$ cat config.mk
export PLATFORM = sky130hd
export DESIGN_NAME = pfwec_core
export DESIGN_NICKNAME = d
export VERILOG_FILES = /design/src/pfwec_pkg.sv /design/src/pfwec_core.sv
export SDC_FILE = /design/constraint.sdc
export NUM_CORES = 1
export LEC_CHECK = 0
export BUFFER_PORTS_ARGS = -buffer_cell sky130_fd_sc_hd__clkbuf_2
export CAP_MARGIN = 5
export CELL_PAD_IN_SITES_DETAIL_PLACEMENT = 0
export CELL_PAD_IN_SITES_GLOBAL_PLACEMENT = 2
export CORE_MARGIN = 2
export CORE_UTILIZATION = 35
export DETAILED_ROUTE_END_ITERATION = 12
export GPL_TIMING_DRIVEN = 0
export PLACE_DENSITY = 0.91
export SKIP_LAST_GASP = 1
export SLEW_MARGIN = 20
export SYNTH_ARGS = -nofsm -noshare
export SYNTH_HDL_FRONTEND = slang
export SYNTH_SLANG_ARGS = --single-unit
$ cat constraint.sdc
create_clock -name clk_in -period 2.6 [get_ports clk_in]
set_input_delay 0.26 -clock clk_in [delete_from_list [all_inputs] [get_ports clk_in]]
set_output_delay 0.26 -clock clk_in [all_outputs]
set_load 0.05 [all_outputs]
$ cat src/pfwec_pkg.sv
// Constants and types for the program flash write and erase sequencer.
package pfwec_pkg;

	// Register indices on the plain register port.
	localparam logic [2:0] ADDR_CONTROL  = 3'h0;
	localparam logic [2:0] ADDR_TGT_LOW  = 3'h1;
	localparam logic [2:0] ADDR_TGT_HIGH = 3'h2;
	localparam logic [2:0] ADDR_KEY      = 3'h3;
	localparam logic [2:0] ADDR_SRC_LOW  = 3'h4;
	localparam logic [2:0] ADDR_SRC_HIGH = 3'h5;

	// Control register field positions.
	localparam int BIT_START   = 15;
	localparam int BIT_PERMIT  = 14;
	localparam int BIT_SEQERR  = 13;
	localparam int BIT_STANDBY = 12;
	localparam int BIT_PACKING = 9;
	localparam int BIT_UNDERRUN = 8;
	localparam int OPSEL_MSB   = 3;

	// Operation codes.
	localparam logic [3:0] OP_PAGE_ERASE  = 4'h3;
	localparam logic [3:0] OP_ROW_PROGRAM = 4'h2;
	localparam logic [3:0] OP_DWORD_PROG  = 4'h1;

	// Unlock key values.
	localparam logic [7:0] KEY_FIRST  = 8'h55;
	localparam logic [7:0] KEY_SECOND = 8'haa;

	// Geometry: words per row and per double-word write.
	localparam logic [6:0] ROW_WORDS   = 7'h40;
	localparam logic [6:0] DWORD_WORDS = 7'h02;
	localparam logic [1:0] DWORD_ALIGN = 2'h0;
	// Program addresses step by two per instruction word.
	localparam logic [23:0] WORD_STEP  = 24'h000002;
	// Page is 512 instructions, 1024 address units.
	localparam logic [23:0] PAGE_MASK  = 24'hfffc00;
	localparam logic [15:0] RAM_STEP   = 16'h0002;

	// Regulator wake delay in nanoseconds and in clock cycles.
	localparam int CLK_PERIOD_NS  = 4;
	localparam int WAKE_DELAY_NS  = 40;
	localparam int WAKE_CYCLES    = (WAKE_DELAY_NS + CLK_PERIOD_NS - 1)
		/ CLK_PERIOD_NS;

	typedef enum logic [2:0] {
		ST_IDLE  = 3'b000,
		ST_LOAD  = 3'b001,
		ST_BURN  = 3'b011,
		ST_DONE  = 3'b010
	} pfwec_state_e;

endpackage

$ cat src/pfwec_core.sv
// Program flash write and erase sequencer with its register file.
//
// Function
// - Key register is write-only, eight bits, only guards against accidents.
// - Target address is upper eight bits joined above lower sixteen.
// - Row programming fetches RAM data from the source address register.
// - Start bit launches operation; hardware clears it on completion.
// - Software can only set the start bit, never clear it.
// - Permit bit allows program and erase only when one.
// - Sequence error flag set on improper sequence or premature termination.
// - Standby bit puts regulator to standby in idle, wake delay after.
// - Packing bit selects compressed or uncompressed row layout in RAM.
// - Underrun flag set when row programming stops for lack of data.
// - Operation codes: 3 page erase, 2 row program, 1 double-word.
// - Double-word program writes two adjacent words on two-word boundary.
// - Start, permit, error and operation bits reset only on power-on.
// - Power-save instruction is ignored while an operation runs.
// - Both target address registers read and write, undefined after reset.
// - Unused upper bits of upper target and key registers read zero.
// - Row program loads 64 words (128 bytes), stepping source and target addresses.
// - Page erase clears eight rows, 512 instructions, page aligned.
// - Processor stalls until a started operation finishes.
module pfwec_core #(
	parameter int BURN_CYCLES = 16
) (
	input  wire logic        clk_in,
	input  wire logic        rst_n_in,
	input  wire logic        por_n_in,
	input  wire logic [2:0]  reg_addr_in,
	input  wire logic [15:0] reg_wdata_in,
	input  wire logic        reg_wr_in,
	input  wire logic        reg_rd_in,
	output logic      [15:0] reg_rdata_out,
	input  wire logic        idle_mode_in,
	input  wire logic        power_save_instruction_in,
	output logic             power_save_grant_out,
	output logic             regulator_standby_out,
	output logic             flash_ready_out,
	output logic             cpu_stall_out,
	output logic             done_irq_out,
	output logic      [15:0] ram_addr_out,
	output logic             ram_rd_out,
	input  wire logic [15:0] ram_data_in,
	input  wire logic        ram_valid_in,
	output logic      [23:0] flash_addr_out,
	output logic      [15:0] flash_wdata_out,
	output logic             flash_wr_out,
	output logic             flash_erase_out,
	output logic             row_packing_out
);

	// The burn counter is sixteen bits wide, so the count must fit in it.
	if (BURN_CYCLES < 1 || BURN_CYCLES > 32'h0000ffff) begin : g_bad_burn
		$error("BURN_CYCLES must lie between one and 65535");
	end

	////////////////////////////////////////////////////////////////////////
	// Registers and state.

	pfwec_pkg::pfwec_state_e state_r;
	logic        start_r;
	logic        permit_r;
	logic        seqerr_r;
	logic        standby_r;
	logic        packing_r;
	logic        underrun_r;
	logic [3:0]  opsel_r;
	logic [15:0] tgt_low_r;
	logic [7:0]  tgt_high_r;
	logic [15:0] src_low_r;
	logic [15:0] src_high_r;
	logic [1:0]  key_stage_r;
	logic [6:0]  words_left_r;
	logic [15:0] burn_cnt_r;
	logic [7:0]  wake_cnt_r;
	logic        idle_prev_r;
	logic        wr_ctl;
	logic        start_req;
	logic        start_ok;
	logic        op_valid;
	logic        busy;

	// Legal operation codes; used only by the start check.
	function automatic logic op_known(input logic [3:0] op);
		return op == pfwec_pkg::OP_PAGE_ERASE ||
			op == pfwec_pkg::OP_ROW_PROGRAM ||
			op == pfwec_pkg::OP_DWORD_PROG;
	endfunction

	assign wr_ctl    = reg_wr_in && reg_addr_in == pfwec_pkg::ADDR_CONTROL;
	assign start_req = wr_ctl && reg_wdata_in[pfwec_pkg::BIT_START] && !start_r;
	assign op_valid  = op_known(reg_wdata_in[pfwec_pkg::OPSEL_MSB:0]);
	assign start_ok  = start_req && reg_wdata_in[pfwec_pkg::BIT_PERMIT] &&
		key_stage_r == 2'h2 && op_valid;
	assign busy      = state_r != pfwec_pkg::ST_IDLE;

	////////////////////////////////////////////////////////////////////////
	// Unlock key tracking: a key write must be followed straight away.

	always_ff @(posedge clk_in) begin
		if (!rst_n_in) begin
			key_stage_r <= 2'h0;
		end else if (reg_wr_in && reg_addr_in == pfwec_pkg::ADDR_KEY) begin
			if (reg_wdata_in[7:0] == pfwec_pkg::KEY_FIRST) begin
				key_stage_r <= 2'h1;
			end else if (key_stage_r == 2'h1 &&
					reg_wdata_in[7:0] == pfwec_pkg::KEY_SECOND) begin
				key_stage_r <= 2'h2;
			end else begin
				key_stage_r <= 2'h0;
			end
		end else if (reg_wr_in || reg_rd_in) begin
			// Any other access breaks the consecutive pattern.
			key_stage_r <= 2'h0;
		end
	end

	////////////////////////////////////////////////////////////////////////
	// Power-on-only control bits; a system reset leaves them untouched.

	always_ff @(posedge clk_in) begin
		if (!por_n_in) begin
			start_r  <= 1'b0;
			permit_r <= 1'b0;
			seqerr_r <= 1'b0;
			opsel_r  <= 4'h0;
		end else begin
			if (wr_ctl) begin
				permit_r <= reg_wdata_in[pfwec_pkg::BIT_PERMIT];
				// Opcode is frozen while an operation runs.
				if (!start_r) begin
					opsel_r <= reg_wdata_in[pfwec_pkg::OPSEL_MSB:0];
				end
			end
			// set by software, cleared by hardware
			if (start_ok) begin
				start_r <= 1'b1;
			end else if (state_r == pfwec_pkg::ST_DONE) begin
				start_r <= 1'b0;
			end
			// error flag, set wins over clear
			if (start_req && !start_ok) begin
				seqerr_r <= 1'b1;
			end else if (state_r == pfwec_pkg::ST_LOAD && ram_rd_out &&
					!ram_valid_in) begin
				seqerr_r <= 1'b1;
			end else if (start_ok) begin
				seqerr_r <= 1'b0;
			end else if (wr_ctl && !reg_wdata_in[pfwec_pkg::BIT_SEQERR]) begin
				seqerr_r <= 1'b0;
			end
		end
	end

	// Plain control bits and the clearable underrun flag.
	always_ff @(posedge clk_in) begin
		if (!rst_n_in) begin
			standby_r  <= 1'b0;
			packing_r  <= 1'b0;
			underrun_r <= 1'b0;
		end else begin
			if (wr_ctl) begin
				standby_r <= reg_wdata_in[pfwec_pkg::BIT_STANDBY];
				packing_r <= reg_wdata_in[pfwec_pkg::BIT_PACKING];
			end
			if (state_r == pfwec_pkg::ST_LOAD && ram_rd_out && !ram_valid_in &&
					opsel_r == pfwec_pkg::OP_ROW_PROGRAM) begin
				underrun_r <= 1'b1;
			end else if (wr_ctl && !reg_wdata_in[pfwec_pkg::BIT_UNDERRUN]) begin
				underrun_r <= 1'b0;
			end
		end
	end

	////////////////////////////////////////////////////////////////////////
	// Address registers: source stepped by hardware during row programming, target during every word load.

	always_ff @(posedge clk_in) begin
		if (!rst_n_in) begin
			src_low_r  <= 16'h0000;
			src_high_r <= 16'h0000;
		end else if (state_r == pfwec_pkg::ST_LOAD && ram_valid_in &&
				opsel_r == pfwec_pkg::OP_ROW_PROGRAM) begin
			src_low_r <= src_low_r + pfwec_pkg::RAM_STEP;
		end else if (reg_wr_in && !busy) begin
			if (reg_addr_in == pfwec_pkg::ADDR_SRC_LOW) begin
				src_low_r <= reg_wdata_in;
			end
			if (reg_addr_in == pfwec_pkg::ADDR_SRC_HIGH) begin
				src_high_r <= reg_wdata_in;
			end
		end
	end

	// Target address has no reset: its content is undefined until written.
	always_ff @(posedge clk_in) begin
		if (busy && state_r == pfwec_pkg::ST_LOAD && ram_valid_in) begin
			{tgt_high_r, tgt_low_r} <= {tgt_high_r, tgt_low_r} +
				pfwec_pkg::WORD_STEP;
		end else if (start_ok && reg_wdata_in[pfwec_pkg::OPSEL_MSB:0] ==
				pfwec_pkg::OP_DWORD_PROG) begin
			tgt_low_r[1:0] <= pfwec_pkg::DWORD_ALIGN;
		end else if (reg_wr_in && !busy) begin
			if (reg_addr_in == pfwec_pkg::ADDR_TGT_LOW) begin
				tgt_low_r <= reg_wdata_in;
			end
			if (reg_addr_in == pfwec_pkg::ADDR_TGT_HIGH) begin
				tgt_high_r <= reg_wdata_in[7:0];
			end
		end
	end

	////////////////////////////////////////////////////////////////////////
	// Operation sequencer: load words, burn, finish.

	always_ff @(posedge clk_in) begin
		if (!rst_n_in) begin
			state_r      <= pfwec_pkg::ST_IDLE;
			words_left_r <= 7'h00;
			burn_cnt_r   <= 16'h0000;
		end else begin
			case (state_r)
				pfwec_pkg::ST_IDLE: begin
					if (start_ok) begin
						if (reg_wdata_in[3:0] == pfwec_pkg::OP_ROW_PROGRAM) begin
							words_left_r <= pfwec_pkg::ROW_WORDS;
						end else begin
							words_left_r <= pfwec_pkg::DWORD_WORDS;
						end
						if (reg_wdata_in[3:0] == pfwec_pkg::OP_PAGE_ERASE) begin
							state_r <= pfwec_pkg::ST_BURN;
						end else begin
							state_r <= pfwec_pkg::ST_LOAD;
						end
						burn_cnt_r <= 16'(BURN_CYCLES);
					end
				end
				pfwec_pkg::ST_LOAD: begin
					if (ram_rd_out && !ram_valid_in) begin
						// Premature end: flags raised elsewhere.
						state_r <= pfwec_pkg::ST_DONE;
					end else if (ram_valid_in) begin
						words_left_r <= words_left_r - 7'h01;
						if (words_left_r == 7'h01) begin
							state_r <= pfwec_pkg::ST_BURN;
						end
					end
				end
				pfwec_pkg::ST_BURN: begin
					burn_cnt_r <= burn_cnt_r - 16'h0001;
					if (burn_cnt_r == 16'h0001) begin
						state_r <= pfwec_pkg::ST_DONE;
					end
				end
				pfwec_pkg::ST_DONE: begin
					state_r <= pfwec_pkg::ST_IDLE;
				end
				default: begin
					state_r <= pfwec_pkg::ST_IDLE;
				end
			endcase
		end
	end

	////////////////////////////////////////////////////////////////////////
	// Flash and RAM side outputs, all registered.

	always_ff @(posedge clk_in) begin
		if (!rst_n_in) begin
			ram_addr_out    <= 16'h0000;
			ram_rd_out      <= 1'b0;
			flash_addr_out  <= 24'h000000;
			flash_wdata_out <= 16'h0000;
			flash_wr_out    <= 1'b0;
			flash_erase_out <= 1'b0;
			row_packing_out <= 1'b0;
		end else begin
			// RAM fetch from source; rows step it, double words read one address twice
			ram_rd_out   <= state_r == pfwec_pkg::ST_LOAD && !ram_valid_in &&
				!ram_rd_out;
			ram_addr_out <= src_low_r;
			flash_wr_out <= state_r == pfwec_pkg::ST_LOAD && ram_valid_in;
			flash_wdata_out <= ram_data_in;
			// double-word alignment forced to two-word boundary (four address units)
			if (opsel_r == pfwec_pkg::OP_DWORD_PROG &&
					state_r == pfwec_pkg::ST_IDLE) begin
				flash_addr_out <= {tgt_high_r, tgt_low_r[15:2],
					pfwec_pkg::DWORD_ALIGN};
			end else if (opsel_r == pfwec_pkg::OP_PAGE_ERASE) begin
				flash_addr_out <= {tgt_high_r, tgt_low_r} & pfwec_pkg::PAGE_MASK;
			end else begin
				flash_addr_out <= {tgt_high_r, tgt_low_r};
			end
			flash_erase_out <= state_r == pfwec_pkg::ST_BURN &&
				opsel_r == pfwec_pkg::OP_PAGE_ERASE;
			row_packing_out <= packing_r;
		end
	end

	////////////////////////////////////////////////////////////////////////
	// Core handshakes: stall, completion pulse, power save, regulator.

	always_ff @(posedge clk_in) begin
		if (!rst_n_in) begin
			cpu_stall_out         <= 1'b0;
			done_irq_out          <= 1'b0;
			power_save_grant_out  <= 1'b0;
			regulator_standby_out <= 1'b0;
			flash_ready_out       <= 1'b0;
			wake_cnt_r            <= 8'h00;
			idle_prev_r           <= 1'b0;
		end else begin
			cpu_stall_out <= start_ok || (busy && state_r != pfwec_pkg::ST_DONE);
			done_irq_out <= state_r == pfwec_pkg::ST_DONE;
			power_save_grant_out <= power_save_instruction_in && !busy &&
				!start_r;
			idle_prev_r <= idle_mode_in;
			regulator_standby_out <= idle_mode_in && standby_r;
			if (idle_mode_in && standby_r) begin
				wake_cnt_r <= 8'(pfwec_pkg::WAKE_CYCLES);
			end else if (wake_cnt_r != 8'h00) begin
				wake_cnt_r <= wake_cnt_r - 8'h01;
			end
			flash_ready_out <= !(idle_mode_in && standby_r) &&
				wake_cnt_r <= 8'h01;
		end
	end

	////////////////////////////////////////////////////////////////////////
	// Read data, one cycle after the read strobe; key reads as zero.

	always_ff @(posedge clk_in) begin
		if (!rst_n_in) begin
			reg_rdata_out <= 16'h0000;
		end else if (reg_rd_in) begin
			case (reg_addr_in)
				pfwec_pkg::ADDR_CONTROL: reg_rdata_out <= {start_r, permit_r,
					seqerr_r, standby_r, 2'h0, packing_r, underrun_r, 4'h0,
					opsel_r};
				pfwec_pkg::ADDR_TGT_LOW:  reg_rdata_out <= tgt_low_r;
				pfwec_pkg::ADDR_TGT_HIGH: reg_rdata_out <= {8'h00, tgt_high_r};
				pfwec_pkg::ADDR_SRC_LOW:  reg_rdata_out <= src_low_r;
				pfwec_pkg::ADDR_SRC_HIGH: reg_rdata_out <= src_high_r;
				default:                  reg_rdata_out <= 16'h0000;
			endcase
		end else begin
			reg_rdata_out <= 16'h0000;
		end
	end

endmodule // pfwec_core

Word level (Yosys, flattened, before mapping)
Index checks and enable logic that the tools add are counted.
- bits in registers: 183
- logic and storage cells: 184
- bits of input ports: 43
- output and inout bits: 81
- add/subtract/negate cells: 5
- muxes and demuxes: 43
- order comparisons: 1
- reductions and logical operators: 72
- bitwise gates (word level): 3
- equality and inequality tests: 28
- operators with widths (operator ; number):
    two-way mux 16 bit ; 7
    case mux 16 bit (5 select lines) ; 1
    two-way mux 8 bit ; 4
    case mux 16 bit (2 select lines) ; 1
    logical AND 1 bit ; 30
    two-way mux 7 bit ; 4
    adder 24 x 2 -> 24 bit (second input constant) ; 1
    nonzero test 2 bit ; 11
    two-way mux 10 bit ; 2
    adder 16 x 2 -> 16 bit (second input constant) ; 1
    == test 16 x 1 -> 1 bit (second input constant) ; 1
    == test 4 x 2 -> 1 bit (second input constant) ; 4
    subtractor 16 x 1 -> 16 bit (second input constant) ; 1
    two-way mux 3 bit ; 5
    two-way mux 14 bit ; 1
    case mux 7 bit (2 select lines) ; 1
    == test 3 x 2 -> 1 bit (second input constant) ; 4
    two-way mux 2 bit ; 6
    inequality test 2 bit (second input constant) ; 5
    AND reduction 2 bit ; 5
    case mux 3 bit (3 select lines) ; 1
    AND reduction 3 bit ; 3
    nonzero test 3 bit ; 3
    == test 4 x 1 -> 1 bit (second input constant) ; 2
    23 further kinds ; 48

Logic depth before layout (Yosys ltp)
Gate-level depths: netlist (run 1).
- depth after elaboration: 10
- mapped depth: 8
- depth with buffers taken out: 7

Least setup slack after synthesis (run 1)
OpenSTA, ideal clock, no wires.
- kind: input -> register
- start point: input port reg_wdata_in[3]
- end point: register words_left_r[3]
- path slack: 0.435 ns
- required time: 2.472 ns
- setup time: 0.128 ns
- cell stages on the path: 8
- buffers on the path: 3
- arrival: 2.037 ns
- path through: clkbuf_1 -> or4b_1 -> or4_1 -> buf_2 -> and2_4 -> buf_6 -> a22oi_1 -> nor2_1
- longest elaborated chain between the ends: 6
- elaborated cells between the ends (all ways): 8
- classes of those cells: 4 x eq/ne; 4 x reduce/logical
- RTL lines (item ; line ; source):
    from (decl) ; pfwec_core.sv:30 ; input wire logic [15:0] reg_wdata_in,
    == test 4 x 2 -> 1 bit, on equally long branches ; pfwec_core.sv:85, pfwec_core.sv:86 ;
    logical OR 1 bit ; pfwec_core.sv:85 ; return op == pfwec_pkg::OP_PAGE_ERASE ||
    logical OR 1 bit (*) ; pfwec_core.sv:86 ; op == pfwec_pkg::OP_ROW_PROGRAM ||
    logical AND 1 bit (*) ; pfwec_core.sv:94 ; key_stage_r == 2'h2 && op_valid;
    inequality test 2 bit (no line) (*) ; - ;
    AND reduction 4 bit (no line) (*) ; - ;
    to (signal assigned) ; pfwec_core.sv:226 ; words_left_r <= pfwec_pkg::ROW_WORDS;
    to (signal assigned) ; pfwec_core.sv:228 ; words_left_r <= pfwec_pkg::DWORD_WORDS;
    to (signal assigned) ; pfwec_core.sv:243 ; words_left_r <= words_left_r - 7'h01;
    to (decl) ; pfwec_core.sv:73 ; logic [6:0] words_left_r;
Mark *: on every way between the ends. The rest lies on a longest branch, timed or not.
A chain may end at the register's enable or synchronous reset.

Worst setup path in the final report (run 1)
- start point: register state_r[0]
- end point: register tgt_high_r[1] (enable)
- longest elaborated chain between the ends: 5
- elaborated cells between the ends (all ways): 10
- classes of those cells: 2 x eq/ne; 8 x reduce/logical
- RTL lines (item ; line ; source):
    from (decl) ; pfwec_core.sv:60 ; pfwec_pkg::pfwec_state_e state_r;
    from (signal assigned) ; pfwec_core.sv:218 ; state_r <= pfwec_pkg::ST_IDLE;
    from (signal assigned) ; pfwec_core.sv:231 ; state_r <= pfwec_pkg::ST_BURN;
    from (signal assigned) ; pfwec_core.sv:233 ; state_r <= pfwec_pkg::ST_LOAD;
    == test 3 x 1 -> 1 bit / nonzero test 3 bit (equally long branches) ; pfwec_core.sv:197, pfwec_core.sv:95 ;
    logical AND 1 bit / logical NOT 1 bit (equally long branches) ; pfwec_core.sv:197, pfwec_core.sv:203 ;
    logical AND 1 bit, on equally long branches ; pfwec_core.sv:197, pfwec_core.sv:203 ;
    inequality test 2 bit (no line) / nonzero test 2 bit (equally long branches) ; - ;
    AND reduction 3 bit (no line) (*) ; - ;
    to (signal assigned) ; pfwec_core.sv:198 ; {tgt_high_r, tgt_low_r} <= {tgt_high_r, tgt_low_r} +
    to (signal assigned) ; pfwec_core.sv:208 ; tgt_high_r <= reg_wdata_in[7:0];
    to (decl) ; pfwec_core.sv:69 ; logic [7:0] tgt_high_r;
Marks and branches as above.

==> results of run 1 <==
## report_power, final
group	leakage, nW	total (mW)	internal [mW]	switching, mW
registers	1.51	3.07	2.97	0.0959
clock network	0.296	2.66	1.52	1.14
logic	1.80	0.784	0.279	0.505
total	3.60	6.51	4.77	1.74
## logic make-up (layout without fill, tap and decap cells)
logic type	Yosys count	in the layout	synth area share, %
simple gates	361	361	24.2
flops	182	182	50.7
compound gates	130	130	10.3
buf+inv	59	209	3.05
mux	39	39	6.86
xor+xnor	31	31	3.54
fa+ha+maj	8	8	1.31
other cells	0	1	0
## flip-flops by register name, summed over array words and instances, names as in the netlist, 2 cells and up
register / count
key_stage_r: 2
flash_wdata_out: 16
wake_cnt_r: 8
src_high_r: 16
words_left_r: 7
ram_addr_out: 16
tgt_high_r: 8
flash_addr_out: 24
reg_rdata_out: 16
src_low_r: 16
state_r: 2
tgt_low_r: 16
burn_cnt_r: 16
opsel_r: 4
## final cells by class
cell class,instances,area [um^2],area share (%)
sequential,182,3880,42.1
clock inverter,8,82.6,0.895
buffer,42,170,1.84
inverter,16,60.1,0.651
multi-input combinational,569,3560,38.5
timing repair buffer,119,596,6.46
tap,280,350,3.80
antenna,1,2.50,0.0271
clock buffer,24,524,5.68
## timing repair
item / CTS / global route
setup endpoints to repair: 0 / 18
resized for setup: 0 / 2
setup buffers: 0 / 0
endpoints found under the hold margin: 0 / 0
## stage by stage
step           total power [mW]  setup TNS (ps)  setup WS (ps)  hold slack, ps  util [%]
2_1_floorplan              3.69               0            435             339         -
3_3_place_gp               3.91            -292          -93.1             454      39.8
3_5_place_dp               3.92               0           32.0             466      39.8
4_1_cts                    6.56               0           32.3            12.5      42.6
5_1_grt                    6.76               0           27.2            24.4      42.7
6_report                   6.51               0            207            24.4      42.7
## per-layer routing
layer  global-route usage (%)  routed length (um)
met1                     27.0               10200
met2                     29.7                9960
met3                     4.65                1580
met4                     5.21                 387
met5                        0                   0
## cell usage in the layout, fill, tap and decap left out, types with 24 or more instances in the layout
master      n
nand2_1    63
edfxtp_1   24
dfxtp_1   158
nand3_1    38
clkbuf_1   35
and2_1     53
nor2_1     93
o21ai_0    34
a21oi_1    46
clkbuf_2  120
## critical path, stage by stage (launching register included)
cell and delay [ps]:
dfxtp_1 300, clkbuf_1 200, nand3b_1 190, clkbuf_1 500
buf_1 460, nand2_1 390
## worst max-delay path by stage
stage                     from              end  slack [ps]  depth (start not counted)
2_1_floorplan  reg_wdata_in[3]  words_left_r[3]         440                          8
3_3_place_gp      tgt_low_r[1]    tgt_high_r[5]         -90                          6
3_5_place_dp   reg_wdata_in[3]       state_r[0]          30                          6
4_1_cts             state_r[0]     tgt_low_r[3]          30                          5
5_1_grt           tgt_low_r[1]    tgt_high_r[5]          30                          6
6_report            state_r[0]    tgt_high_r[1]         210                          5
==> results by group, run 1 <==
Route
  – Remaining antenna violation count: 0
  – Drt wl/cell: 17.8 um
  – DRC: 0
  – Post-Route WL: 22100 um
  – Routed via count: 6486
  – Drt first-iter violations: 527
  – Via/cell ratio: 5.23
  – DRT Pass-1 Iters: 6

Power
  – Maximum vdd drop: 426 uV
  – PD cells: 706 mW/mm^2
  – LEAKAGE: 3.60 nW

Synthesis
  – Synthesis-stage register bit count: 182
  – Synth cell count leaders: dfxtp_1 (158), nor2_1 (93), nand2_1 (64)
  – Sequential element share of the synthesized area: 50.7%
  – Commonest register cell after synthesis: dfxtp_1
  – Top cell type's share of synthesized area: 41.3%
  – Dominant cell type by area after synthesis: dfxtp_1
  – Async S/R FF share, synth: 0%
  – Unique cell type count in the Yosys netlist: 59
  – Post-synth EDFFs: 24
  – Syn_area_per_cell: 9.46 um^2
  – Syn Inst Count: 810
  – Count leader, synth: dfxtp_1
  – Synth top area cells: dfxtp_1 (41%), edfxtp_1 (9.4%), nor2_1 (4.6%), and2_1 (4.3%), nand2_1 (3.1%)
  – Syn Nets: 861
  – YS warnings: 0
  – Mapped cell area: 0.00766 mm^2

Floorplan
  – Row count: 54
  – Core area: 0.0216 mm^2
  – Die width: 152 um
  – Die ar.: 0.0231 mm^2
  – I/O pins: 124
  – Die Ht: 152 um
  – Initial Util: 35.4%

Clocking
  – Reg clk slew, reported paths: 60 ps
  – CTS tree: done
  – Clock root buffer master: clkbuf_16
  – CTS max path bufs: 2
  – Clk_lat worst skew: 430 ps
  – Cts-stage hold buffer count: 0
  – CTS Buf Count: 17
  – H-tree levels: 4
  – Clk sinks: 182

Cells and area
  – Fill count: 2201
  – Design Area, Final: 0.00923 mm^2
  – Proportion of layout cells with a drive suffix above 1: 19.2%
  – # nets final: 998
  – Final Non-Filler Cells: 1241
  – Synth-to-Final Area Change: 20.4%

Worst hold path
  – Hold WC Path Type: in -> reg
  – Hold path startpoint: power_save_instruction_in
  – WHS Endpoint: power_save_grant_out
  – Hold path depth: 3

Worst setup path
  – R2R Setup Slk: 210 ps
  – Reg2reg path depth: 5
  – Worst Path Max Fanout: 10
  – WP data required: 2680 ps
  – CP Launch Type: register
  – Setup CP Type: reg -> reg
  – Crit path DAT: 2470 ps
  – FF-to-FF Start: state_r[0]
  – Capture point of the worst reg-to-reg path: tgt_high_r[1]
  – Worst setup EP type: register

Run
  – Max-cap viol count: 0

Place
  – Post-DP HPWL: 16400 um
  – Placed Area: 0.00861 mm^2
  – Placed Cells incl. Taps: 1209
  – Port Buffer Count: 119
  – Final RePlAce weighted congestion: 0.843

Global routing
  – First-pass GRT wire length: 35000 um
  – Gr ovfl total: 0
  – Largest net degree at the start of global routing: 17
  – Initial antenna violation count: 0
  – Vias in the first global route: 6117
  – Total GRT Usage: 19.2%

STA
  – Max-Slew Margin vs Limit: 35.5%
  – Final Cycle Share: 92.0%
  – Max Clock Freq: 418 MHz
  – Minimum clock period: 2390 ps
  – Max Slew Vio Count: 0
  – Max Clock Skew: 10.4 ps
  – RSZ-0062 raised after global routing: no
  – Setup violators final: 0
  – Slew @ Worst Pin: 953 ps
  – Fin. Hold Viols: 0

Status
  – Outcome: finished clean
(Power assumes the default switching activity.)
==> run 2, diff against run 1 <==
--- a/config.mk
+++ b/config.mk
@@ -5,15 +5,16 @@
 export SDC_FILE = /design/constraint.sdc
 export NUM_CORES = 1
 export LEC_CHECK = 0
+export ABC_AREA = 1
 export BUFFER_PORTS_ARGS = -buffer_cell sky130_fd_sc_hd__clkbuf_2
 export CAP_MARGIN = 5
 export CELL_PAD_IN_SITES_DETAIL_PLACEMENT = 0
 export CELL_PAD_IN_SITES_GLOBAL_PLACEMENT = 2
 export CORE_MARGIN = 2
-export CORE_UTILIZATION = 35
+export CORE_UTILIZATION = 32
 export DETAILED_ROUTE_END_ITERATION = 12
 export GPL_TIMING_DRIVEN = 0
-export PLACE_DENSITY = 0.91
+export PLACE_DENSITY = 0.89
 export SKIP_LAST_GASP = 1
 export SLEW_MARGIN = 20
 export SYNTH_ARGS = -nofsm -noshare
==> run 2 against run 1 <==
Compared with the run above:
- count of clock-buffer cells in the layout shrank 6
- sequential share of layout area down 2.0 points
- cell count grew 24%
- synthesized cell count rose by 30%
- die area is 13% higher
- final area rose by 5.0%
- critical endpoint is now tgt_low_r[3]
- hold slack lost 9.1 ps
- worst setup slack improved by 130 ps
- global-route usage decreased by 0.30 points
- fmax is 5.5% higher
- flip-flop and latch count is the same
==> results by group, run 2 <==
Floorplan
  – Row count: 57
  – Die width: 162 um
  – I/O pins: 124
  – Die Ht: 162 um
  – Core area: 0.0244 mm^2
  – Initial Util: 32.7%
  – Die ar.: 0.0262 mm^2

STA
  – Fin. Hold Viols: 0
  – Setup slack after layout: 332 ps
  – Final Cycle Share: 87.2%
  – Max Slew Vio Count: 0
  – Max Clock Skew: 11.7 ps
  – Max Clock Freq: 441 MHz
  – Slew @ Worst Pin: 943 ps
  – Minimum clock period: 2270 ps
  – RSZ-0062 raised after global routing: no
  – Final setup TNS: 0 ps
  – Setup violators final: 0
  – Max-Slew Margin vs Limit: 36.7%

Worst setup path
  – WP data required: 2610 ps
  – Crit path DAT: 2280 ps
  – Worst Path Max Fanout: 14
  – CP Launch Type: register
  – Worst setup EP type: register
  – Setup CP Type: reg -> reg

Synthesis
  – YS warnings: 0
  – Async S/R FF share, synth: 0%
  – Syn Inst Count: 1051
  – Mapped cell area: 0.00797 mm^2
  – Synth top area cells: dfxtp_1 (40%), nand2_1 (10%), edfxtp_1 (9.0%), inv_1 (7.2%), nor2_1 (5.3%)
  – Synthesis-stage register bit count: 182
  – Syn Nets: 1102
  – Commonest register cell after synthesis: dfxtp_1
  – Post-synth EDFFs: 24
  – Count leader, synth: nand2_1
  – Syn_area_per_cell: 7.59 um^2
  – Top cell type's share of synthesized area: 39.7%
  – Synth cell count leaders: nand2_1 (223), dfxtp_1 (158), inv_1 (153)
  – Dominant cell type by area after synthesis: dfxtp_1
  – Sequential element share of the synthesized area: 48.7%
  – Unique cell type count in the Yosys netlist: 41

Clocking
  – CTS max path bufs: 2
  – Clk sinks: 182
  – Clock root buffer master: clkbuf_16
  – H-tree levels: 4
  – Resized cells post-CTS: 0
  – CTS tree: done
  – Clk_lat worst skew: 440 ps
  – Reg clk slew, reported paths: 80 ps
  – CTS Buf Count: 17

Status
  – Outcome: finished clean

Global routing
  – Vias in the first global route: 6881
  – Largest net degree at the start of global routing: 19
  – Total GRT Usage: 18.9%
  – Initial antenna violation count: 1
  – First-pass GRT wire length: 38100 um
  – Gr ovfl total: 0

Route
  – Remaining antenna violation count: 0
  – Drt wl/cell: 15.9 um
  – Via/cell ratio: 4.75
  – Routed via count: 7325
  – DRC: 0
  – DRT Pass-1 Iters: 5
  – Post-Route WL: 24600 um
  – Drt first-iter violations: 490

Place
  – Place WS: 373 ps
  – Final RePlAce weighted congestion: 0.839
  – Placed Area: 0.00899 mm^2
  – Placed Cells incl. Taps: 1497
  – Post-DP HPWL: 18500 um
  – Port Buffer Count: 122

Cells and area
  – Synth-to-Final Area Change: 21.4%
  – Most frequent cells in the layout: nand2_1 (223), dfxtp_1 (158), inv_1 (153), clkbuf_2 (122), nor2_1 (112)
  – Proportion of layout cells with a drive suffix above 1: 16.5%
  – Fill count: 2586
  – Design Area, Final: 0.00968 mm^2
  – Most common cell after layout, fill and taps aside: nand2_1
  – Final Non-Filler Cells: 1542
  – # nets final: 1255
  – Top reg by flops: flash_addr_out
  – Flip-flop count of the largest register after layout: 24

Power
  – Power Total: 6.33 mW
  – LEAKAGE: 4.54 nW
  – PD cells: 653 mW/mm^2
  – Maximum vdd drop: 407 uV

Worst hold path
  – Hold WC Path Type: in -> reg

Run
  – Max-cap viol count: 0
==> run 2: cell type report <==
type	instances	area [um^2]	area share (%)
Antenna cell	1	2.50	0.0258
Buffer	30	145	1.50
Clock buffer	18	439	4.53
Clock inverter	14	133	1.37
Inverter	163	613	6.33
Multi-Input combinational cell	676	3330	34.4
Sequential cell	182	3880	40.1
Tap cell	324	405	4.19
Timing Repair Buffer	134	731	7.55
==> run 2: what timing repair did <==
item | 4_1_cts | 5_1_grt
hold buffers | 12 | 0
buffers inserted | 0 | 0
endpoints found under the hold margin | 12 | 0
==> run 2: critical path, stage by stage (launching register included) <==
cell and delay (ps):
dfxtp_1 480, nor2_4 120, nand2_4 110, buf_2 310, buf_2 300, nand2_1 490
==> run 2: path summary, 6_finish.rpt <==
path / to / slack [ps] / from / cells past startpoint
worst max-delay path: tgt_low_r[3] / 330 / state_r[1] / 5
worst min-delay path: flash_wdata_out[1] / 20 / ram_data_in[1] / 3
worst max register to register: tgt_low_r[3] / 330 / state_r[1] / 5
worst min register to register: ram_rd_out / 470 / ram_rd_out / 1
==> run 2: kinds of logic after synthesis <==
family,Yosys count,synth area share (%)
compound gates,182,12.6
xor+xnor,22,2.42
fa+ha+maj,8,1.26
buf+inv,193,9.51
flops,182,48.7
simple gates,464,25.5
==> run 2: through the flow <==
stage,hold slack (ps),utilization (%)
floorplan,339,-
detailed placement,445,36.9
CTS,0.318,39.7
finish,15.3,39.7
global placement,436,36.9
global route,8.14,39.7
==> run 2: report_power, final <==
group	switching (mW)	internal, mW
Clock	1.25	1.30
Sequential	0.0663	2.96
Combinational	0.532	0.225
==> run 2: layer usage <==
metal / wire (um) / global-route usage [%] / up-vias
li1: - / - / 3707
met1: 11600 / 25.3 / 3361
met2: 11100 / 30.9 / 231
met3: 1530 / 4.34 / 26
met4: 337 / 4.79 / 0
met5: 0 / 0 / -
==> run 3, diff against run 2 <==
--- a/config.mk
+++ b/config.mk
@@ -6,7 +6,7 @@
 export NUM_CORES = 1
 export LEC_CHECK = 0
 export ABC_AREA = 1
-export BUFFER_PORTS_ARGS = -buffer_cell sky130_fd_sc_hd__clkbuf_2
+export BUFFER_PORTS_ARGS = -buffer_cell sky130_fd_sc_hd__buf_2
 export CAP_MARGIN = 5
 export CELL_PAD_IN_SITES_DETAIL_PLACEMENT = 0
 export CELL_PAD_IN_SITES_GLOBAL_PLACEMENT = 2
==> run 3 against run 2 <==
Compared with the run above:
- final area is 0.67% higher
- power grew 2.6%
- flip-flop and latch count is the same
- critical endpoint is now tgt_low_r[8]
- hold slack about the same
- global-route usage about the same
- worst setup slack better by 5.5 ps
- non-clock buffer count grew 3
- largest power group unchanged
- die area unchanged
==> results by group, run 3 (same netlist as run 2, synthesis figures left out) <==
STA
  – Max Clock Skew: 12.0 ps
  – Slew @ Worst Pin: 837 ps
  – Max Clock Freq: 442 MHz
  – Fin. Hold Viols: 0
  – Final Cycle Share: 87.0%
  – RSZ-0062 raised after global routing: no
  – Max-Slew Margin vs Limit: 43.8%
  – Minimum clock period: 2260 ps
  – Max Slew Vio Count: 0
  – Setup violators final: 0
  – Final setup TNS: 0 ps

Clocking
  – Postcts setup bufs: 0
  – Clk sinks: 182
  – CTS tree: done
  – H-tree levels: 4
  – Clock root buffer master: clkbuf_16
  – Clk_lat worst skew: 440 ps
  – CTS max path bufs: 2
  – Cts-stage hold buffer count: 15
  – Resized cells post-CTS: 0
  – CTS Buf Count: 17
  – Reg clk slew, reported paths: 80 ps

Floorplan
  – Die Ht: 162 um
  – Die ar.: 0.0262 mm^2
  – Die width: 162 um
  – Initial Util: 32.7%
  – I/O pins: 124
  – Core area: 0.0244 mm^2
  – Row count: 57

Worst setup path
  – Capture point of the worst reg-to-reg path: tgt_low_r[8]
  – CP Launch Type: register
  – CP max stage cell: dfxtp_1
  – CP peak stage delay: 490 ps
  – Worst setup EP type: register
  – Most used cell, CP: buf_2
  – WP data required: 2610 ps
  – Worst Path Max Fanout: 14
  – R2R Setup Slk: 340 ps
  – FF-to-FF Start: state_r[1]
  – Crit path launch: state_r[1]
  – Crit path DAT: 2270 ps
  – Reg2reg path depth: 5
  – Worst path cell trace: nor2_4 -> nand2_4 -> buf_2 -> buf_2 -> nand2_1
  – Setup CP Type: reg -> reg

Worst hold path
  – Hold path startpoint: ram_data_in[8]
  – Hold path depth: 3
  – WHS Endpoint: flash_wdata_out[8]
  – Hold WC Path Type: in -> reg

Global routing
  – First-pass GRT wire length: 38100 um
  – Gr ovfl total: 0
  – Total GRT Usage: 19.0%
  – Initial antenna violation count: 1
  – Vias in the first global route: 6913
  – Largest net degree at the start of global routing: 19

Cells and area
  – Proportion of layout cells with a drive suffix above 1: 16.5%
  – Most common cell after layout, fill and taps aside: nand2_1
  – Synth-to-Final Area Change: 22.3%
  – Area of the multi-input gates: 0.00333 mm^2
  – Fill count: 2573
  – # nets final: 1258
  – Top reg by flops: flash_addr_out
  – Fin util: 40.0%
  – Flip-flop count of the largest register after layout: 24
  – Design Area, Final: 0.00975 mm^2
  – Most frequent cells in the layout: nand2_1 (223), dfxtp_1 (158), inv_1 (153), buf_2 (133), nor2_1 (112)
  – Reg area: 0.00388 mm^2

Power
  – PD cells: 665 mW/mm^2
  – LEAKAGE: 4.61 nW
  – Maximum vdd drop: 393 uV

Place
  – Placed Area: 0.00899 mm^2
  – Final RePlAce weighted congestion: 0.845
  – Post-DP HPWL: 18500 um
  – Port Buffer Count: 122

Route
  – Drt wl/cell: 15.9 um
  – Drt first-iter violations: 483
  – Post-Route WL: 24500 um
  – Via/cell ratio: 4.75
  – Routed via count: 7340
  – Remaining antenna violation count: 0
  – DRT Pass-1 Iters: 5
  – DRC: 0

Run
  – Max-cap viol count: 0

Status
  – Outcome: finished clean
==> run 3: cell count changes in the layout (fill, tap and decap cells not counted) <==
cell / before / now
inv_4: 0 / 1
buf_2: 11 / 133
bufinv_16: 0 / 2
clkbuf_2: 122 / 0
dlygate4sd3_1: 12 / 15
clkinv_4: 3 / 2
inv_6: 5 / 4
clkbuf_8: 1 / 0
==> run 3: cell type report <==
type / instances / share of cell area (%)
well taps: 324 / 4.16
diodes: 1 / 0.0257
repair buffers: 137 / 7.80
flip-flops and latches: 182 / 39.8
multi-input cells: 676 / 34.2
clock buffers: 17 / 4.36
clock inverters: 15 / 1.86
inverters: 163 / 6.29
plain buffers: 30 / 1.49
==> run 3: worst max path at each step <==
| stage | endpoint | slack, ps | cells after the start |
|---|---|---|---|
| 4_1_cts | tgt_low_r[9] | 350 | 5 |
| 5_1_grt | tgt_high_r[1] | 210 | 12 |
| 6_report | tgt_low_r[8] | 340 | 5 |
| 3_5_place_dp | tgt_low_r[7] | 370 | 5 |
| 2_1_floorplan | tgt_low_r[10] | 860 | 6 |
| 3_3_place_gp | tgt_high_r[7] | 250 | 4 |
==> run 3: metrics by stage <==
stage          total power [mW]  setup slack, ps  cells  hold slack, ps
2_1_floorplan              3.60              859   1051             339
3_3_place_gp               3.83              250   1497             431
3_5_place_dp               3.84              374   1497             444
4_1_cts                    6.56              345   1544            4.00
5_1_grt                    6.76              207   1544            30.5
6_report                   6.49              338   1545            15.2
==> run 3: worst max-delay path, delay by kind of cell, from the launching register on <==
kind	cells	cell delay, ps
AND/OR/NAND/NOR	3	720
buffers and inverters	2	610
flip-flops	1	490
==> run 3: layer usage <==
layer	global-route usage, %	routed length [um]
met2	29.5	10700
met4	8.61	739
met1	25.6	11500
met5	0	0
met3	3.55	1600
==> run 3: report_power, final <==
part	switching, mW	internal, mW
registers	0.0638	2.96
clock network	1.24	1.46
logic	0.534	0.231
total	1.84	4.65
